<file path="src/hdl/charge_ration_pkg.sv">
package charge_ration_pkg;

	// ------------------------------------------------------------
	// Register map
	// ------------------------------------------------------------
	localparam logic [7:0] CONFIG_ADDR      = 8'h22;
	localparam logic [7:0] CONFIG_RESET     = 8'h00;

	// ------------------------------------------------------------
	// Field positions in the configuration register
	// ------------------------------------------------------------
	localparam int         P2_ENABLE_BIT    = 7;
	localparam int         P2_RESET_BIT     = 6;
	localparam int         P2_RESP_LSB      = 4;
	localparam int         P1_ENABLE_BIT    = 3;
	localparam int         P1_RESET_BIT     = 2;
	localparam int         P1_RESP_LSB      = 0;

	// ------------------------------------------------------------
	// Accumulator
	// ------------------------------------------------------------
	localparam int         ACC_WIDTH        = 16;
	localparam logic [15:0] ACC_CLEAR       = 16'h0000;

endpackage

</file>
<file path="src/hdl/ration_port.sv">
`timescale 1ns/100ps
// One port's charge accumulator, threshold flag and alert contribution
module ration_port #(
	parameter int ACC_WIDTH = 16
) (
	input  wire logic                 clock,
	input  wire logic                 rst_n_sync,
	input  wire logic                 enable,
	input  wire logic                 ration_reset,
	input  wire logic [1:0]           response,
	input  wire logic                 sample_valid,
	input  wire logic [ACC_WIDTH-1:0] sample_charge,
	input  wire logic [ACC_WIDTH-1:0] threshold,
	output logic      [ACC_WIDTH-1:0] total_charge,
	output logic                      ration_flag,
	output logic      [1:0]           applied_response,
	output logic                      response_active
);

	logic [ACC_WIDTH-1:0] acc_q;
	logic [ACC_WIDTH-1:0] acc_d;
	logic                 flag_q;
	logic                 flag_d;
	logic [ACC_WIDTH:0]   sum;

	// ------------------------------------------------------------
	// Accumulator and flag next state
	// ------------------------------------------------------------
	always_comb begin
		sum    = {1'b0, acc_q} + {1'b0, sample_charge};
		acc_d  = acc_q;
		flag_d = flag_q;
		if (ration_reset || !enable) begin
			// Reset or disable clears everything
			acc_d  = ACC_WIDTH'(0);
			flag_d = 1'b0;
		end else begin
			if (sample_valid) begin
				// Saturate rather than wrap, so a full tank stays full
				acc_d = sum[ACC_WIDTH] ? {ACC_WIDTH{1'b1}} : sum[ACC_WIDTH-1:0];
			end
			if (acc_q >= threshold) begin
				flag_d = 1'b1;
			end
		end
	end

	// ------------------------------------------------------------
	// State registers
	// ------------------------------------------------------------
	always_ff @(posedge clock or negedge rst_n_sync) begin
		if (!rst_n_sync) begin
			acc_q  <= ACC_WIDTH'(0);
			flag_q <= 1'b0;
		end else begin
			acc_q  <= acc_d;
			flag_q <= flag_d;
		end
	end

	assign total_charge     = acc_q;
	assign ration_flag      = flag_q;
	// Response applies only while the flag stands
	assign applied_response = flag_q ? response : 2'h0;
	assign response_active  = flag_q;

endmodule

</file>
<file path="src/hdl/charge_ration_control.sv">
`timescale 1ns/100ps
// Functional notes
// - Writing one to bit 6 zeroes port two accumulated charge.
// - Port two reset clears its flag and releases its alert if nothing else holds.
// - Disabling port two clears applied response and its flag.
// - Bit 3 enables port one rationing.
// - Port one disabled zeroes its accumulator and stops accumulating.
// - Disabling port one clears applied response and its flag.
// - Writing one to bit 2 zeroes port one accumulated charge.
// - Port one reset clears its flag and releases its alert if nothing else holds.
module charge_ration_control #(
	parameter int ACC_WIDTH = charge_ration_pkg::ACC_WIDTH
) (
	input  wire logic                 clock,
	input  wire logic                 rst_b,
	input  wire logic                 reg_wr,
	input  wire logic                 reg_rd,
	input  wire logic [7:0]           reg_addr,
	input  wire logic [7:0]           reg_wdata,
	output logic      [7:0]           reg_rdata,
	output logic                      reg_rvalid,
	input  wire logic                 p1_sample_valid,
	input  wire logic [ACC_WIDTH-1:0] p1_sample_charge,
	input  wire logic [ACC_WIDTH-1:0] p1_threshold,
	input  wire logic                 p2_sample_valid,
	input  wire logic [ACC_WIDTH-1:0] p2_sample_charge,
	input  wire logic [ACC_WIDTH-1:0] p2_threshold,
	input  wire logic                 p1_other_alert,
	input  wire logic                 p2_other_alert,
	output logic      [ACC_WIDTH-1:0] p1_total_charge,
	output logic      [ACC_WIDTH-1:0] p2_total_charge,
	output logic                      port1_ration_flag,
	output logic                      port2_ration_flag,
	output logic      [1:0]           p1_applied_response,
	output logic      [1:0]           p2_applied_response,
	output logic                      alert1_n,
	output logic                      alert2_n
);

	// ------------------------------------------------------------
	// Reset release synchroniser
	// ------------------------------------------------------------
	logic rst_meta_q;
	logic rst_n_sync;

	// Asserts at once, releases on the second edge so no flop sees a runt release
	always_ff @(posedge clock or negedge rst_b) begin
		if (!rst_b) begin
			rst_meta_q <= 1'b0;
			rst_n_sync <= 1'b0;
		end else begin
			rst_meta_q <= 1'b1;
			rst_n_sync <= rst_meta_q;
		end
	end

	// Other-alert sources come from pins, so two flops each
	logic [1:0] oth_meta_q;
	logic [1:0] oth_sync_q;

	// Only the second flop feeds logic; the first may go metastable
	always_ff @(posedge clock or negedge rst_n_sync) begin
		if (!rst_n_sync) begin
			oth_meta_q <= 2'h0;
			oth_sync_q <= 2'h0;
		end else begin
			oth_meta_q <= {p2_other_alert, p1_other_alert};
			oth_sync_q <= oth_meta_q;
		end
	end

	// ------------------------------------------------------------
	// Configuration register
	// ------------------------------------------------------------
	logic [7:0] config_q;
	logic [7:0] config_d;
	logic [7:0] rdata_q;
	logic [7:0] rdata_d;
	logic       rvalid_q;
	logic       rvalid_d;
	logic       hit;

	// One address mapped; the rest ignore writes and read as zero
	assign hit = (reg_addr == charge_ration_pkg::CONFIG_ADDR);

	// Write stores fields; reset bits stay as written, host clears them
	always_comb begin
		config_d = config_q;
		rdata_d  = 8'h00;
		rvalid_d = reg_rd;
		if (reg_wr && hit) begin
			config_d = reg_wdata;
		end
		if (reg_rd && hit) begin
			rdata_d = config_q;
		end
	end

	// Read data and valid registered, one cycle after the strobe
	always_ff @(posedge clock or negedge rst_n_sync) begin
		if (!rst_n_sync) begin
			config_q <= charge_ration_pkg::CONFIG_RESET;
			rdata_q  <= 8'h00;
			rvalid_q <= 1'b0;
		end else begin
			config_q <= config_d;
			rdata_q  <= rdata_d;
			rvalid_q <= rvalid_d;
		end
	end

	// Read answer stands for one cycle only
	assign reg_rdata  = rdata_q;
	assign reg_rvalid = rvalid_q;

	// ------------------------------------------------------------
	// Per-port slices of the configuration byte
	// ------------------------------------------------------------
	// Index 0 is port one, index 1 port two
	localparam int PORTS = 2;

	// Nets, not variables: each element has its own driver
	wire logic [PORTS-1:0]     port_enable;
	wire logic [PORTS-1:0]     port_reset;
	wire logic [1:0]           port_resp    [PORTS];
	wire logic [PORTS-1:0]     port_svalid;
	wire logic [ACC_WIDTH-1:0] port_scharge [PORTS];
	wire logic [ACC_WIDTH-1:0] port_thresh  [PORTS];
	wire logic [ACC_WIDTH-1:0] port_total   [PORTS];
	wire logic [PORTS-1:0]     port_flag;
	wire logic [1:0]           port_applied [PORTS];
	wire logic [PORTS-1:0]     port_active;

	// Enable bits: zero clears the port and drops its response
	assign port_enable[0] = config_q[charge_ration_pkg::P1_ENABLE_BIT];
	assign port_enable[1] = config_q[charge_ration_pkg::P2_ENABLE_BIT];

	// Reset bits act as levels; a host that leaves one set stalls the port
	assign port_reset[0] = config_q[charge_ration_pkg::P1_RESET_BIT];
	assign port_reset[1] = config_q[charge_ration_pkg::P2_RESET_BIT];

	// Response codes pass out undecoded; their meaning lives outside this block
	assign port_resp[0] = config_q[charge_ration_pkg::P1_RESP_LSB +: 2];
	assign port_resp[1] = config_q[charge_ration_pkg::P2_RESP_LSB +: 2];

	// Charge samples come from logic on this clock, so no synchroniser
	assign port_svalid[0]  = p1_sample_valid;
	assign port_svalid[1]  = p2_sample_valid;
	assign port_scharge[0] = p1_sample_charge;
	assign port_scharge[1] = p2_sample_charge;

	// Thresholds are quasi-static levels from the threshold registers
	assign port_thresh[0] = p1_threshold;
	assign port_thresh[1] = p2_threshold;

	// ------------------------------------------------------------
	// Port instances
	// ------------------------------------------------------------
	// One loop builds both ports, so they cannot drift apart
	generate
		for (genvar i = 0; i < PORTS; i++) begin : g_port
			ration_port #(
				.ACC_WIDTH (ACC_WIDTH)
			) ration_port_i (
				.clock            (clock),
				.rst_n_sync       (rst_n_sync),
				.enable           (port_enable[i]),
				.ration_reset     (port_reset[i]),
				.response         (port_resp[i]),
				.sample_valid     (port_svalid[i]),
				.sample_charge    (port_scharge[i]),
				.threshold        (port_thresh[i]),
				.total_charge     (port_total[i]),
				.ration_flag      (port_flag[i]),
				.applied_response (port_applied[i]),
				.response_active  (port_active[i])
			);
		end
	endgenerate

	// Accumulators back onto their own pins
	assign p1_total_charge     = port_total[0];
	assign p2_total_charge     = port_total[1];

	// Status flags and applied responses, levels
	assign port1_ration_flag   = port_flag[0];
	assign port2_ration_flag   = port_flag[1];
	assign p1_applied_response = port_applied[0];
	assign p2_applied_response = port_applied[1];

	// ------------------------------------------------------------
	// Alert outputs, low while any cause stands
	// ------------------------------------------------------------
	logic alert1_n_q;
	logic alert2_n_q;
	logic alert1_n_d;
	logic alert2_n_d;

	// A flag or a synced outside cause pulls the pin low
	always_comb begin
		alert1_n_d = !(port_active[0] || oth_sync_q[0]);
		alert2_n_d = !(port_active[1] || oth_sync_q[1]);
	end

	// Registered, so the pin never glitches between causes
	always_ff @(posedge clock or negedge rst_n_sync) begin
		if (!rst_n_sync) begin
			alert1_n_q <= 1'b1;
			alert2_n_q <= 1'b1;
		end else begin
			alert1_n_q <= alert1_n_d;
			alert2_n_q <= alert2_n_d;
		end
	end

	assign alert1_n = alert1_n_q;
	assign alert2_n = alert2_n_q;

endmodule

</file>
<file path="config.mk">
export PLATFORM = sky130hd
export DESIGN_NAME = charge_ration_control
export DESIGN_NICKNAME = d
export VERILOG_FILES = /design/src/hdl/charge_ration_pkg.sv /design/src/hdl/ration_port.sv /design/src/hdl/charge_ration_control.sv
export SDC_FILE = /design/constraint.sdc
export NUM_CORES = 1
export LEC_CHECK = 0
export BUFFER_PORTS_ARGS = -buffer_cell sky130_fd_sc_hd__buf_2
export CAP_MARGIN = 20
export CORE_UTILIZATION = 56
export CTS_CLUSTER_SIZE = 28
export DETAILED_ROUTE_END_ITERATION = 12
export PLACE_DENSITY = 0.91
export SYNTH_ARGS = -nofsm -noshare
export SYNTH_HDL_FRONTEND = slang
export SYNTH_HIERARCHICAL = 1
export SYNTH_SLANG_ARGS = --single-unit
</file>
<file path="constraint.sdc">
create_clock -name clock -period 4.1 [get_ports clock]
set_input_delay 0.41 -clock clock [delete_from_list [all_inputs] [get_ports clock]]
set_output_delay 0.41 -clock clock [all_outputs]
set_load 0.005 [all_outputs]
</file>
* Word level (Yosys, flattened, before mapping)
Index checks and enable logic that the tools add are counted.
Word-level totals: flip-flop bits (word level) 59, logic and storage cells 45, output and inout bits 49, input port bits 88
Operators by class: mux-type cells 13, reductions and logical operators 14, add/sub/neg operators 2, equal/unequal tests 1, order comparisons 2
Operators with widths (count):
- 2-to-1 mux 16 bit | 6
- adder 16 x 16 -> 17 bit | 2
- >= comparator 16 bit | 2
- == test 8 x 6 -> 1 bit, second input constant | 1
- 2-to-1 mux 8 bit | 1
- nonzero test 2 bit | 4
- logical NOT 1 bit | 4
- logical OR 1 bit | 4
- 2-to-1 mux 1 bit | 4
- 2-to-1 mux 2 bit | 2
- logical AND 1 bit | 2

* Depth between registers and ports, before layout
Gate-level depths: netlist of run 1.
word-level depth 4, mapped depth 9, gate-level depth less buffers 8

* Cells and area by module
The synthesis of run 1 kept the hierarchy.
Modules (own cells, without submodules):
- ration_port (g_port[0].ration_port_i) | area each 1779.2 sq um, instances 1, seq. area each 425.4 sq um, cells each 210
- ration_port (g_port[1].ration_port_i) | area each 1770.4 sq um, instances 1, seq. area each 425.4 sq um, cells each 211
- charge_ration_control | area each 852.1 sq um, instances 1, seq. area each 628.1 sq um, cells each 48

* Least setup slack after synthesis of run 1
Ideal clock, no wire load.
path kind in2reg, from in p1_sample_charge[0], to reg g_port[0].ration_port_i.acc_q[8], arrival 2666 ps, path slack 1311 ps, data required time 3977 ps, stages on the path 9, buffers on the path 1, cell sequence ha_1 -> fa_1 -> a21o_1 -> a221oi_4 -> o21ai_2 -> a2111o_1 -> a311oi_4 -> buf_6 -> a21oi_1
Between the ends: cells in the longest elaborated chain, start to end 4
Ends and longest elaborated chain:
- from (decl) | RTL line charge_ration_control.sv:23 | input wire logic [ACC_WIDTH-1:0] p1_sample_charge,
- adder 16 x 16 -> 17 bit | RTL line ration_port.sv:30 | sum = {1'b0, acc_q} + {1'b0, sample_charge};
- 2-to-1 mux 16 bit | RTL line ration_port.sv:40 | acc_d = sum[ACC_WIDTH] ? {ACC_WIDTH{1'b1}} : sum[ACC_WIDTH-1:0];
- 2-to-1 mux 16 bit | RTL line ration_port.sv:38 | if (sample_valid) begin
- 2-to-1 mux 16 bit | RTL line ration_port.sv:33 | if (ration_reset || !enable) begin
- to (signal assigned) | RTL line ration_port.sv:53 | acc_q <= ACC_WIDTH'(0);
- to (signal assigned) | RTL line ration_port.sv:56 | acc_q <= acc_d;
- to (decl) | RTL line ration_port.sv:20 | logic [ACC_WIDTH-1:0] acc_q;
Every way passes these cells. The select of a mux whose other input is x is not followed. A chain may end at the register's enable or synchronous reset.

* Worst setup path in the final report of run 1
from reg g_port[1].ration_port_i.acc_q[0], to reg g_port[1].ration_port_i.acc_q[3]
Between the ends: cells in the longest elaborated chain, start to end 4
Ends and longest elaborated chain (RTL line):
- from (decl) | ration_port.sv:20
- from (signal assigned) | ration_port.sv:53
- from (signal assigned) | ration_port.sv:56
- adder 16 x 16 -> 17 bit | ration_port.sv:30
- 2-to-1 mux 16 bit | ration_port.sv:40
- 2-to-1 mux 16 bit | ration_port.sv:38
- 2-to-1 mux 16 bit | ration_port.sv:33
Every way passes these cells. The select of a mux whose other input is x is not followed.

==> results.json, run 1 <==
{
  "ys_seq_elements": 59,
  "cts_resized": 0,
  "wl_per_cell_microns": 15.8,
  "finalWirelength_mm": 11.2,
  "wl_met1_mm": 4.67,
  "outcome": "finished clean",
  "wl_met3_microns": 707,
  "cts_tree": "done",
  "path_clk_slew_ns": 0.07,
  "hold_viol": 0,
  "critPathMaxStageDelay_ns": 0.69,
  "crit_slowest_cell": "a311oi_4",
  "start_util_pct": 59.4,
  "synth_top_area_share_pct": 32.4,
  "cts_root_buf": "clkbuf_8",
  "io_buffers": 136,
  "hold_depth": 1,
  "max_slew.worst_pin.slew_ns": 1.00,
  "drt_first_pass_iters": 4,
  "hpwl_mm": 8.87,
  "leakage_nw": 3.05,
  "maxSlewViolCount": 0,
  "htree_levels": 3,
  "fin_util_pct": 72.4,
  "grt_max_degree": 37,
  "cp.required_ns": 4.28,
  "place_inst": 689,
  "via_per_inst": 5.72,
  "syn_area_per_cell_sq_um": 9.39,
  "ant_nets": 0,
  "ys_types": 44,
  "setup_viol": 0,
  "highest_layer": "met4",
  "crit_path_start_kind": "flop",
  "grt.total_usage_pct": 28.3,
  "r2r_cells": 8,
  "drive_above_1_share_pct": 29.0,
  "fin_nets": 756,
  "grt_pass1_vias": 4021,
  "fin_crit_sh_pct": 78.2,
  "final.min_clock_period_ns": 3.21,
  "drcViolationCount": 0,
  "synthMostInstantiatedCell": "a21oi_1",
  "async_reset_ff_share_pct": 100,
  "area_delta_synth_final_pct": 21.9,
  "clock_sinks": 59,
  "synth_edf_count": 0,
  "yosys_most_used_dff": "dfrtp_1",
  "antenna_found_initial": 1,
  "hp-class": "input port to flop",
  "vdd_drop_max_mv": 0.237,
  "die_area_sq_um": 8220,
  "critPathArrivalTime_ns": 3.38,
  "grt_pass1_wl_mm": 18.8,
  "worstPathMaxFanout": 16,
  "syn_area_sq_um": 4400,
  "wl_met2_mm": 5.65,
  "die_y_microns": 90.7,
  "core.rowCount": 31,
  "rsz0062_at_grt": "no",
  "num_vias": 4037,
  "num_antenna_cells": 0,
  "path_delay_family": "compound AO/OA/AOI/OAI gates",
  "r2r_slack_ns": 0.89,
  "gp_congestion": 0.878,
  "hp-start": "p1_other_alert",
  "drt-initial-drc-count": 200,
  "synthTopCellsByArea": "dfrtp_1 32%, ha_1 18%, a21oi_1 7.6%",
  "clk_latency_ns": 0.34,
  "fin_cells": 706,
  "crit_buf_inv": 0,
  "crit_chain": "ha_1, fa_1, a21o_1, a221oi_4, o21ai_2, a2111o_1, a311oi_4, a21oi_1",
  "overflow": 0,
  "r2r-start": "g_port[1].ration_port_i/total_charge[0]$_DFFE_PN0P_",
  "clockBufferDepth": 2,
  "clock_skew_ns": 0.0105,
  "yosys_warnings": 6,
  "fin_tns_setup_ns": 0,
  "cts_buffers": 9,
  "max_cap_violations": 0,
  "hold_ws_ns": 0.186,
  "synth_nets": 623,
  "r2r-end": "g_port[1].ration_port_i/total_charge[3]$_DFFE_PN0P_",
  "slew_headroom_pct": 33.1,
  "p_per_area_nw_per_um2": 267,
  "synth_top_area_cell": "dfrtp_1",
  "die_w_microns": 90.7,
  "fp.coreArea_sq_um": 7410,
  "seq_area_frac_synth_pct": 33.6,
  "hold_path_end": "oth_meta_q[0]$_DFF_PN0_",
  "synth_common_cells": "67 x a21oi_1, 64 x ha_1, 57 x dfrtp_1",
  "setup.worst_path.end_class": "flop",
  "fillers": 577,
  "fmax_mhz": 312,
  "ioPinCount": 137,
  "synthesis.instances": 469,
  "critPathKind": "flop to flop"
}
-- placed cells by master, fill, tap and decap left out, drive strengths merged, types with 14 or more instances in the layout --
cell type / netlist / layout
buf: 4 / 137
a21oi: 67 / 67
o21ai: 48 / 48
xor2: 14 / 14
ha: 64 / 64
nand2: 26 / 26
xnor2: 14 / 14
dfrtp: 57 / 57
inv: 46 / 48
a21o: 14 / 14
-- worst register-to-register path: cells and delay by family (launching register included) --
family                   cells  cell delay [ns]
AO/OA/AOI/OAI                6             1.99
adder cells (fa/ha/maj)      2             0.65
flip-flops                   1             0.41
-- registers in the layout, summed over array words and instances (netlist names), 2 cells and up --
name and cells:
config_q 8, g_port.ration_port_i/ration_flag 2, g_port.ration_port_i/total_charge 32, oth_meta_q 2, oth_sync_q 2, reg_rdata 8
-- worst max-delay path by stage --
stage	startpoint	endpoint	depth (start not counted)
floorplan	p1_sample_charge[0]	g_port[0].ration_port_i/total_charge[8]$_DFFE_PN0P_	9
global placement	p2_sample_charge[0]	g_port[1].ration_port_i/total_charge[0]$_DFFE_PN0P_	9
detailed placement	p2_sample_charge[0]	g_port[1].ration_port_i/total_charge[6]$_DFFE_PN0P_	9
CTS	g_port[1].ration_port_i/total_charge[0]$_DFFE_PN0P_	g_port[1].ration_port_i/total_charge[3]$_DFFE_PN0P_	8
global route	g_port[1].ration_port_i/total_charge[0]$_DFFE_PN0P_	g_port[1].ration_port_i/total_charge[6]$_DFFE_PN0P_	8
finish	g_port[1].ration_port_i/total_charge[0]$_DFFE_PN0P_	g_port[1].ration_port_i/total_charge[3]$_DFFE_PN0P_	8
-- area by class of cell --
class | count | area (sq um) | area share (%)
flip-flops and latches | 59 | 1480 | 27.6
multi-input cells | 348 | 2670 | 49.7
clock buffers | 9 | 124 | 2.31
repair buffers | 138 | 698 | 13.0
well taps | 99 | 124 | 2.31
clock inverters | 7 | 98.8 | 1.84
inverters | 46 | 173 | 3.22
-- logic make-up after synthesis --
| logic type | Yosys count | share of synthesized area (%) |
|---|---|---|
| AO/OA/AOI/OAI | 166 | 23.9 |
| multiplexers | 8 | 2.05 |
| buffers and inverters | 62 | 5.80 |
| flip-flops | 59 | 33.6 |
| XOR/XNOR | 28 | 5.57 |
| AND/OR/NAND/NOR | 79 | 9.92 |
| adder cells (fa/ha/maj) | 66 | 19.1 |
| other | 1 | 0.0852 |
-- report_power, final --
| group | internal [W] | switching (W) |
|---|---|---|
| combinational | 0.000102 | 0.000130 |
| clock | 0.000346 | 0.000240 |
| sequential | 0.000598 | 0.0000169 |
| total | 0.00105 | 0.000387 |
-- routing by layer --
layer / GRT usage, % / vias to the layer above
met1: 34.7 / 1913
met2: 50.4 / 147
met3: 5.89 / 18
met5: 0 / -
li1: - / 1959
met4: 7.12 / 0
-- through the flow --
| step | setup WS, ns | cell area, sq um | power [W] |
|---|---|---|---|
| final | 0.895 | 5370 | 0.00143 |
| after global routing | 0.711 | 5370 | 0.00150 |
| after CTS | 0.913 | 5370 | 0.00144 |
| after detailed placement | 0.822 | 5130 | 0.000852 |
| after global placement | 0.945 | 5130 | 0.000842 |
| after floorplan | 1.31 | 4400 | 0.000758 |
-- repair_timing --
item | in CTS | in global routing
buffers inserted | 0 | 0
hold buffers | 1 | 0
hold endpoints to repair | 2 | 0
Note: power is estimated with default switching activity, not from simulation.
==> inputs of run 2 (changes only) <==
--- a/config.mk
+++ b/config.mk
@@ -7,10 +7,10 @@
 export LEC_CHECK = 0
 export BUFFER_PORTS_ARGS = -buffer_cell sky130_fd_sc_hd__buf_2
 export CAP_MARGIN = 20
-export CORE_UTILIZATION = 56
+export CORE_UTILIZATION = 52
 export CTS_CLUSTER_SIZE = 28
 export DETAILED_ROUTE_END_ITERATION = 12
-export PLACE_DENSITY = 0.91
+export PLACE_DENSITY = 0.86
 export SYNTH_ARGS = -nofsm -noshare
 export SYNTH_HDL_FRONTEND = slang
 export SYNTH_HIERARCHICAL = 1
==> constraint.sdc (replaced) <==
create_clock -name clock -period 3.3 [get_ports clock]
set_input_delay 0.33 -clock clock [delete_from_list [all_inputs] [get_ports clock]]
set_output_delay 0.33 -clock clock [all_outputs]
set_load 0.005 [all_outputs]
==> run 2 against run 1 <==
Compared with the run above: clock-buffer cell count grew 5; combinational power up 23%; critical path depth grew 1; design area decreased by 0.33%; utilization fell by 7.3 points; global-route usage decreased by 2.2 points; sequential power increased by 25%; setup slack lost 0.52 ns; total power increased by 14%; worst hold slack got worse by 0.078 ns; sequential share of layout area rose by 0.090 points; routed wire length fell by 0.98%; critical path type unchanged; critical endpoint is now g_port[1].ration_port_i/total_charge[11]$_DFFE_PN0P_.
==> results.json, run 2 (synthesis gave the netlist of run 1 again) <==
{
  "outcome": "finished clean",
  "p_per_area_nw_per_um2": 306,
  "cts_buffers": 9,
  "r2r_slack_ns": 0.37,
  "drive_above_1_share_pct": 28.9,
  "fin_total_pwr_w": 0.00164,
  "die_area_sq_um": 8840,
  "critPathArrivalTime_ns": 3.13,
  "r2r-start": "g_port[1].ration_port_i/total_charge[0]$_DFFE_PN0P_",
  "hold_depth": 1,
  "cts_root_buf": "clkbuf_8",
  "num_vias": 4038,
  "r2r_cells": 9,
  "start_util_pct": 53.6,
  "drt-initial-drc-count": 159,
  "critPathKind": "flop to flop",
  "drt_first_pass_iters": 4,
  "cts_resized": 0,
  "place_inst": 697,
  "core.rowCount": 33,
  "grt_pass1_wl_mm": 17.9,
  "slew_headroom_pct": 31.5,
  "die_y_microns": 94.0,
  "setup_viol": 0,
  "maxSlewViolCount": 0,
  "cts_tree": "done",
  "finalWirelength_mm": 11.1,
  "grt.total_usage_pct": 26.1,
  "clk_latency_ns": 0.33,
  "fin_nets": 758,
  "most-common-layout-cells": "136 x buf_2, 67 x a21oi_1, 64 x ha_1",
  "gp_congestion": 0.940,
  "num_antenna_cells": 0,
  "wl_per_cell_microns": 15.5,
  "rsz0062_at_grt": "no",
  "setup.worst_path.end_class": "flop",
  "final_common_cell": "buf_2",
  "worstSetupStartpoint": "g_port[1].ration_port_i/total_charge[0]$_DFFE_PN0P_",
  "vdd_drop_max_mv": 0.157,
  "hp-class": "input port to flop",
  "fin_crit_sh_pct": 88.8,
  "r2r-end": "g_port[1].ration_port_i/total_charge[11]$_DFFE_PN0P_",
  "leakage_nw": 3.05,
  "via_per_inst": 5.66,
  "ioPinCount": 137,
  "htree_levels": 3,
  "fmax_mhz": 341,
  "area_delta_synth_final_pct": 21.5,
  "final.min_clock_period_ns": 2.93,
  "overflow": 0,
  "grt_max_degree": 35,
  "hpwl_mm": 8.82,
  "worstPathMaxFanout": 16,
  "cp.required_ns": 3.50,
  "hold_viol": 0,
  "endpoint": "g_port[1].ration_port_i/total_charge[11]$_DFFE_PN0P_",
  "antenna_found_initial": 1,
  "ant_nets": 0,
  "drcViolationCount": 0,
  "fin_tns_setup_ns": 0,
  "clockBufferDepth": 2,
  "fillers": 658,
  "fin_cells": 714,
  "io_buffers": 136,
  "fp.coreArea_sq_um": 8220,
  "clock_sinks": 59,
  "die_w_microns": 94.0,
  "path_clk_slew_ns": 0.06,
  "clock_skew_ns": 0.00831,
  "crit_path_start_kind": "flop",
  "max_cap_violations": 0,
  "largest_reg_flops": 32,
  "max_slew.worst_pin.slew_ns": 1.03,
  "fin_util_pct": 65.1,
  "grt_pass1_vias": 4009
}
run 2: cell count changes in the layout (fill, tap and decap cells not counted), sizes merged:
| cell | before | now |
|---|---|---|
| clkbuf | 9 | 14 |
| clkinvlp | 1 | 0 |
| bufinv | 2 | 0 |
| buf | 137 | 139 |
| inv | 48 | 46 |
run 2: metrics by stage:
stage          hold WS, ns  worst slack (ns)  instance area (sq um)
6_report             0.108             0.370                   5350
5_1_grt              0.101             0.238                   5350
4_1_cts             0.0964             0.370                   5350
3_5_place_dp         0.119             0.369                   5150
3_3_place_gp         0.116             0.456                   5150
2_1_floorplan       0.0344             0.522                   4400
run 2: worst min-delay path by stage:
stage | startpoint | to
5_1_grt | p1_other_alert | oth_meta_q[0]$_DFF_PN0_
4_1_cts | p1_other_alert | oth_meta_q[0]$_DFF_PN0_
3_5_place_dp | rst_b | rst_meta_q$_DFF_PN0_
2_1_floorplan | rst_b | rst_meta_q$_DFF_PN0_
3_3_place_gp | rst_b | rst_meta_q$_DFF_PN0_
6_report | p1_other_alert | oth_meta_q[0]$_DFF_PN0_
run 2: critical path: stages, from the launching register on:
cell	delay [ns]
dfrtp_1	0.41
ha_1	0.24
fa_1	0.43
a21o_1	0.22
a221oi_4	0.31
o21ai_2	0.13
a2111o_1	0.43
a311oi_4	0.28
buf_4	0.25
a21oi_1	0.10
run 2: area by class of cell:
| type | instances | area, sq um | share of cell area, % |
|---|---|---|---|
| timing repair buffer | 140 | 713 | 13.3 |
| clock buffer | 14 | 173 | 3.23 |
| multi-input combinational | 348 | 2670 | 49.9 |
| inverter | 46 | 173 | 3.23 |
| sequential | 59 | 1480 | 27.7 |
| clock inverter | 2 | 10.0 | 0.187 |
| tap | 105 | 131 | 2.46 |
run 2: power breakdown:
| part | internal [W] | switching, W |
|---|---|---|
| logic | 0.000128 | 0.000156 |
| clock network | 0.000332 | 0.000255 |
| registers | 0.000743 | 0.0000238 |
run 2: routing by layer:
layer  vias to the layer above  track usage, %  wire length, microns  part of all wire, %
met3                        14            5.42                   712                  6.4
met1                      1906            32.3                  4650                   42
met4                         0            8.59                   184                  1.7
met2                       160            45.2                  5520                   50
li1                       1958               -                     -                    -
met5                         -               0                     0                    0
run 2: timing repair:
item,CTS,global route
buffers inserted,0,0
hold buffers,1,0
hold endpoints to repair,2,0
==> inputs of run 3 (changes only) <==
==> constraint.sdc (replaced) <==
create_clock -name clock -period 2.9 [get_ports clock]
set_input_delay 0.29 -clock clock [delete_from_list [all_inputs] [get_ports clock]]
set_output_delay 0.29 -clock clock [all_outputs]
set_load 0.005 [all_outputs]
==> run 3 against run 2 <==
Compared with the run above: global-route usage decreased by 1.2 points; combinational power is 19% higher; clock skew grew 0.0036 ns; final cell count rose by 0.56%; via count fell by 0.47%; design area is 1.1% higher; flip-flop and latch count unchanged; worst hold slack worse by 0.046 ns; largest cell class unchanged.
==> results.json, run 3 (synthesis gave the netlist of run 1 again) <==
{
  "core.rowCount": 33,
  "hp-class": "flop to asynchronous set/reset pin",
  "hold_viol": 0,
  "place_inst": 698,
  "area_delta_synth_final_pct": 22.8,
  "critPathKind": "flop to flop",
  "drt-initial-drc-count": 118,
  "rsz0062_at_grt": "no",
  "overflow": 0,
  "endpoint": "g_port[1].ration_port_i/total_charge[14]$_DFFE_PN0P_",
  "cts_buffers": 9,
  "path_clk_slew_ns": 0.06,
  "drcViolationCount": 0,
  "via_per_inst": 5.60,
  "grt_pass1_vias": 3775,
  "vdd_drop_max_mv": 0.162,
  "fin_nets": 762,
  "drt_first_pass_iters": 4,
  "grt_max_degree": 48,
  "fin_area_sq_um": 5400,
  "p_per_area_nw_per_um2": 340,
  "most-common-layout-cells": "136 x buf_2, 67 x a21oi_1, 62 x ha_1",
  "fin_cells": 718,
  "fillers": 679,
  "maxSlewViolCount": 0,
  "crit_path_start_kind": "flop",
  "setup.worst_path.end_class": "flop",
  "io_buffers": 136,
  "largest_reg_flops": 32,
  "ant_nets": 0,
  "critPathArrivalTime_ns": 2.97,
  "multi_input_area_sq_um": 2680,
  "fmax_mhz": 362,
  "clock_skew_ns": 0.0119,
  "fp.coreArea_sq_um": 8220,
  "die_area_sq_um": 8840,
  "finalWirelength_mm": 10.6,
  "leakage_nw": 3.06,
  "grt.total_usage_pct": 24.9,
  "die_w_microns": 94.0,
  "worstSetupStartpoint": "g_port[1].ration_port_i/total_charge[0]$_DFFE_PN0P_",
  "r2r-start": "g_port[1].ration_port_i/total_charge[0]$_DFFE_PN0P_",
  "num_antenna_cells": 0,
  "r2r-end": "g_port[1].ration_port_i/total_charge[14]$_DFFE_PN0P_",
  "r2r_slack_ns": 0.14,
  "drive_above_1_share_pct": 29.5,
  "final.min_clock_period_ns": 2.76,
  "seqCellArea_sq_um": 1480,
  "ioPinCount": 137,
  "cp.required_ns": 3.11,
  "num_vias": 4019,
  "grt_pass1_wl_mm": 17.1,
  "final_common_cell": "buf_2",
  "cts_root_buf": "clkbuf_8",
  "fin_crit_sh_pct": 95.3,
  "clk_latency_ns": 0.34,
  "gp_congestion": 0.904,
  "clockBufferDepth": 2,
  "outcome": "finished clean",
  "post_dp_cell_area_sq_um": 5190,
  "htree_levels": 3,
  "worstPathMaxFanout": 16,
  "cts_tree": "done",
  "wl_per_cell_microns": 14.8,
  "clock_sinks": 59,
  "slew_headroom_pct": 29.5,
  "die_y_microns": 94.0,
  "setup_viol": 0,
  "start_util_pct": 53.6,
  "antenna_found_initial": 1,
  "fin_tns_setup_ns": 0,
  "hold_ws_ns": 0.0618,
  "max_cap_violations": 0,
  "max_slew.worst_pin.slew_ns": 1.06,
  "hpwl_mm": 8.49,
  "r2r_cells": 9
}
[run 3: changes by cell type in the layout (fill, tap and decap cells not counted), moves of 2 or more]
cell	before	now
buf_12	0	3
clkbuf_1	2	5
clkbuf_8	12	10
fa_1	2	0
fa_2	0	2
ha_1	64	62
ha_2	0	2
[run 3: report_power, final]
part	internal (W)	leakage (nW)	switching [W]	total [W]
clock	0.000334	0.0817	0.000300	0.000634
combinational	0.000154	2.18	0.000185	0.000339
sequential	0.000846	0.797	0.0000187	0.000864
total	0.00133	3.06	0.000504	0.00184
[run 3: through the flow]
step                      total power, W  util (%)  setup slack (ns)
after floorplan                  0.00107         -             0.122
after global placement           0.00119      63.1             0.119
after detailed placement         0.00121      63.1            0.0156
after CTS                        0.00184      65.2            0.0139
after global routing             0.00193      65.8            0.0376
final                            0.00184      65.8             0.135
[run 3: layout make-up]
type | count | area share (%)
sequential | 59 | 27.4
clock buffer | 15 | 2.89
timing repair buffer | 144 | 14.4
tap | 105 | 2.43
inverter | 46 | 3.20
multi-input combinational | 348 | 49.5
clock inverter | 1 | 0.0926
[run 3: how the worst min path moves through the flow]
| stage | from | end | slack [ns] | cells past startpoint |
|---|---|---|---|---|
| after floorplan | rst_b | rst_meta_q$_DFF_PN0_ | -0.006 | 0 |
| after global placement | rst_b | rst_meta_q$_DFF_PN0_ | 0.08 | 1 |
| after detailed placement | rst_b | rst_meta_q$_DFF_PN0_ | 0.08 | 1 |
| after CTS | p1_other_alert | oth_meta_q[0]$_DFF_PN0_ | 0.06 | 1 |
| after global routing | p1_other_alert | oth_meta_q[0]$_DFF_PN0_ | 0.05 | 1 |
| final | rst_n_sync$_DFF_PN0_ | g_port[1].ration_port_i/total_charge[0]$_DFFE_PN0P_ | 0.06 | 0 |
[run 3: what timing repair did]
item / CTS / global route
resized for setup: 0 / 4
endpoints found under the setup margin: 0 / 32
hold buffers: 1 / 0
endpoints found under the hold margin: 2 / 0
setup buffers: 0 / 2
[run 3: layer usage]
| metal | global-route usage [%] | wire length (microns) | vias to the layer above |
|---|---|---|---|
| met5 | 0 | 0 | - |
| met4 | 9.23 | 146 | 0 |
| met3 | 4.85 | 593 | 13 |
| met2 | 43.4 | 5390 | 147 |
| met1 | 30.3 | 4500 | 1899 |
| li1 | - | - | 1960 |
[run 3: worst max-delay path, stage by stage (launching register included)]
cell and delay (ns):
dfrtp_1 0.39, ha_2 0.21, fa_2 0.37, a21o_1 0.21
a221oi_4 0.31, o21ai_2 0.12, a2111o_1 0.43, a311oi_4 0.35
buf_12 0.18, a21oi_1 0.07
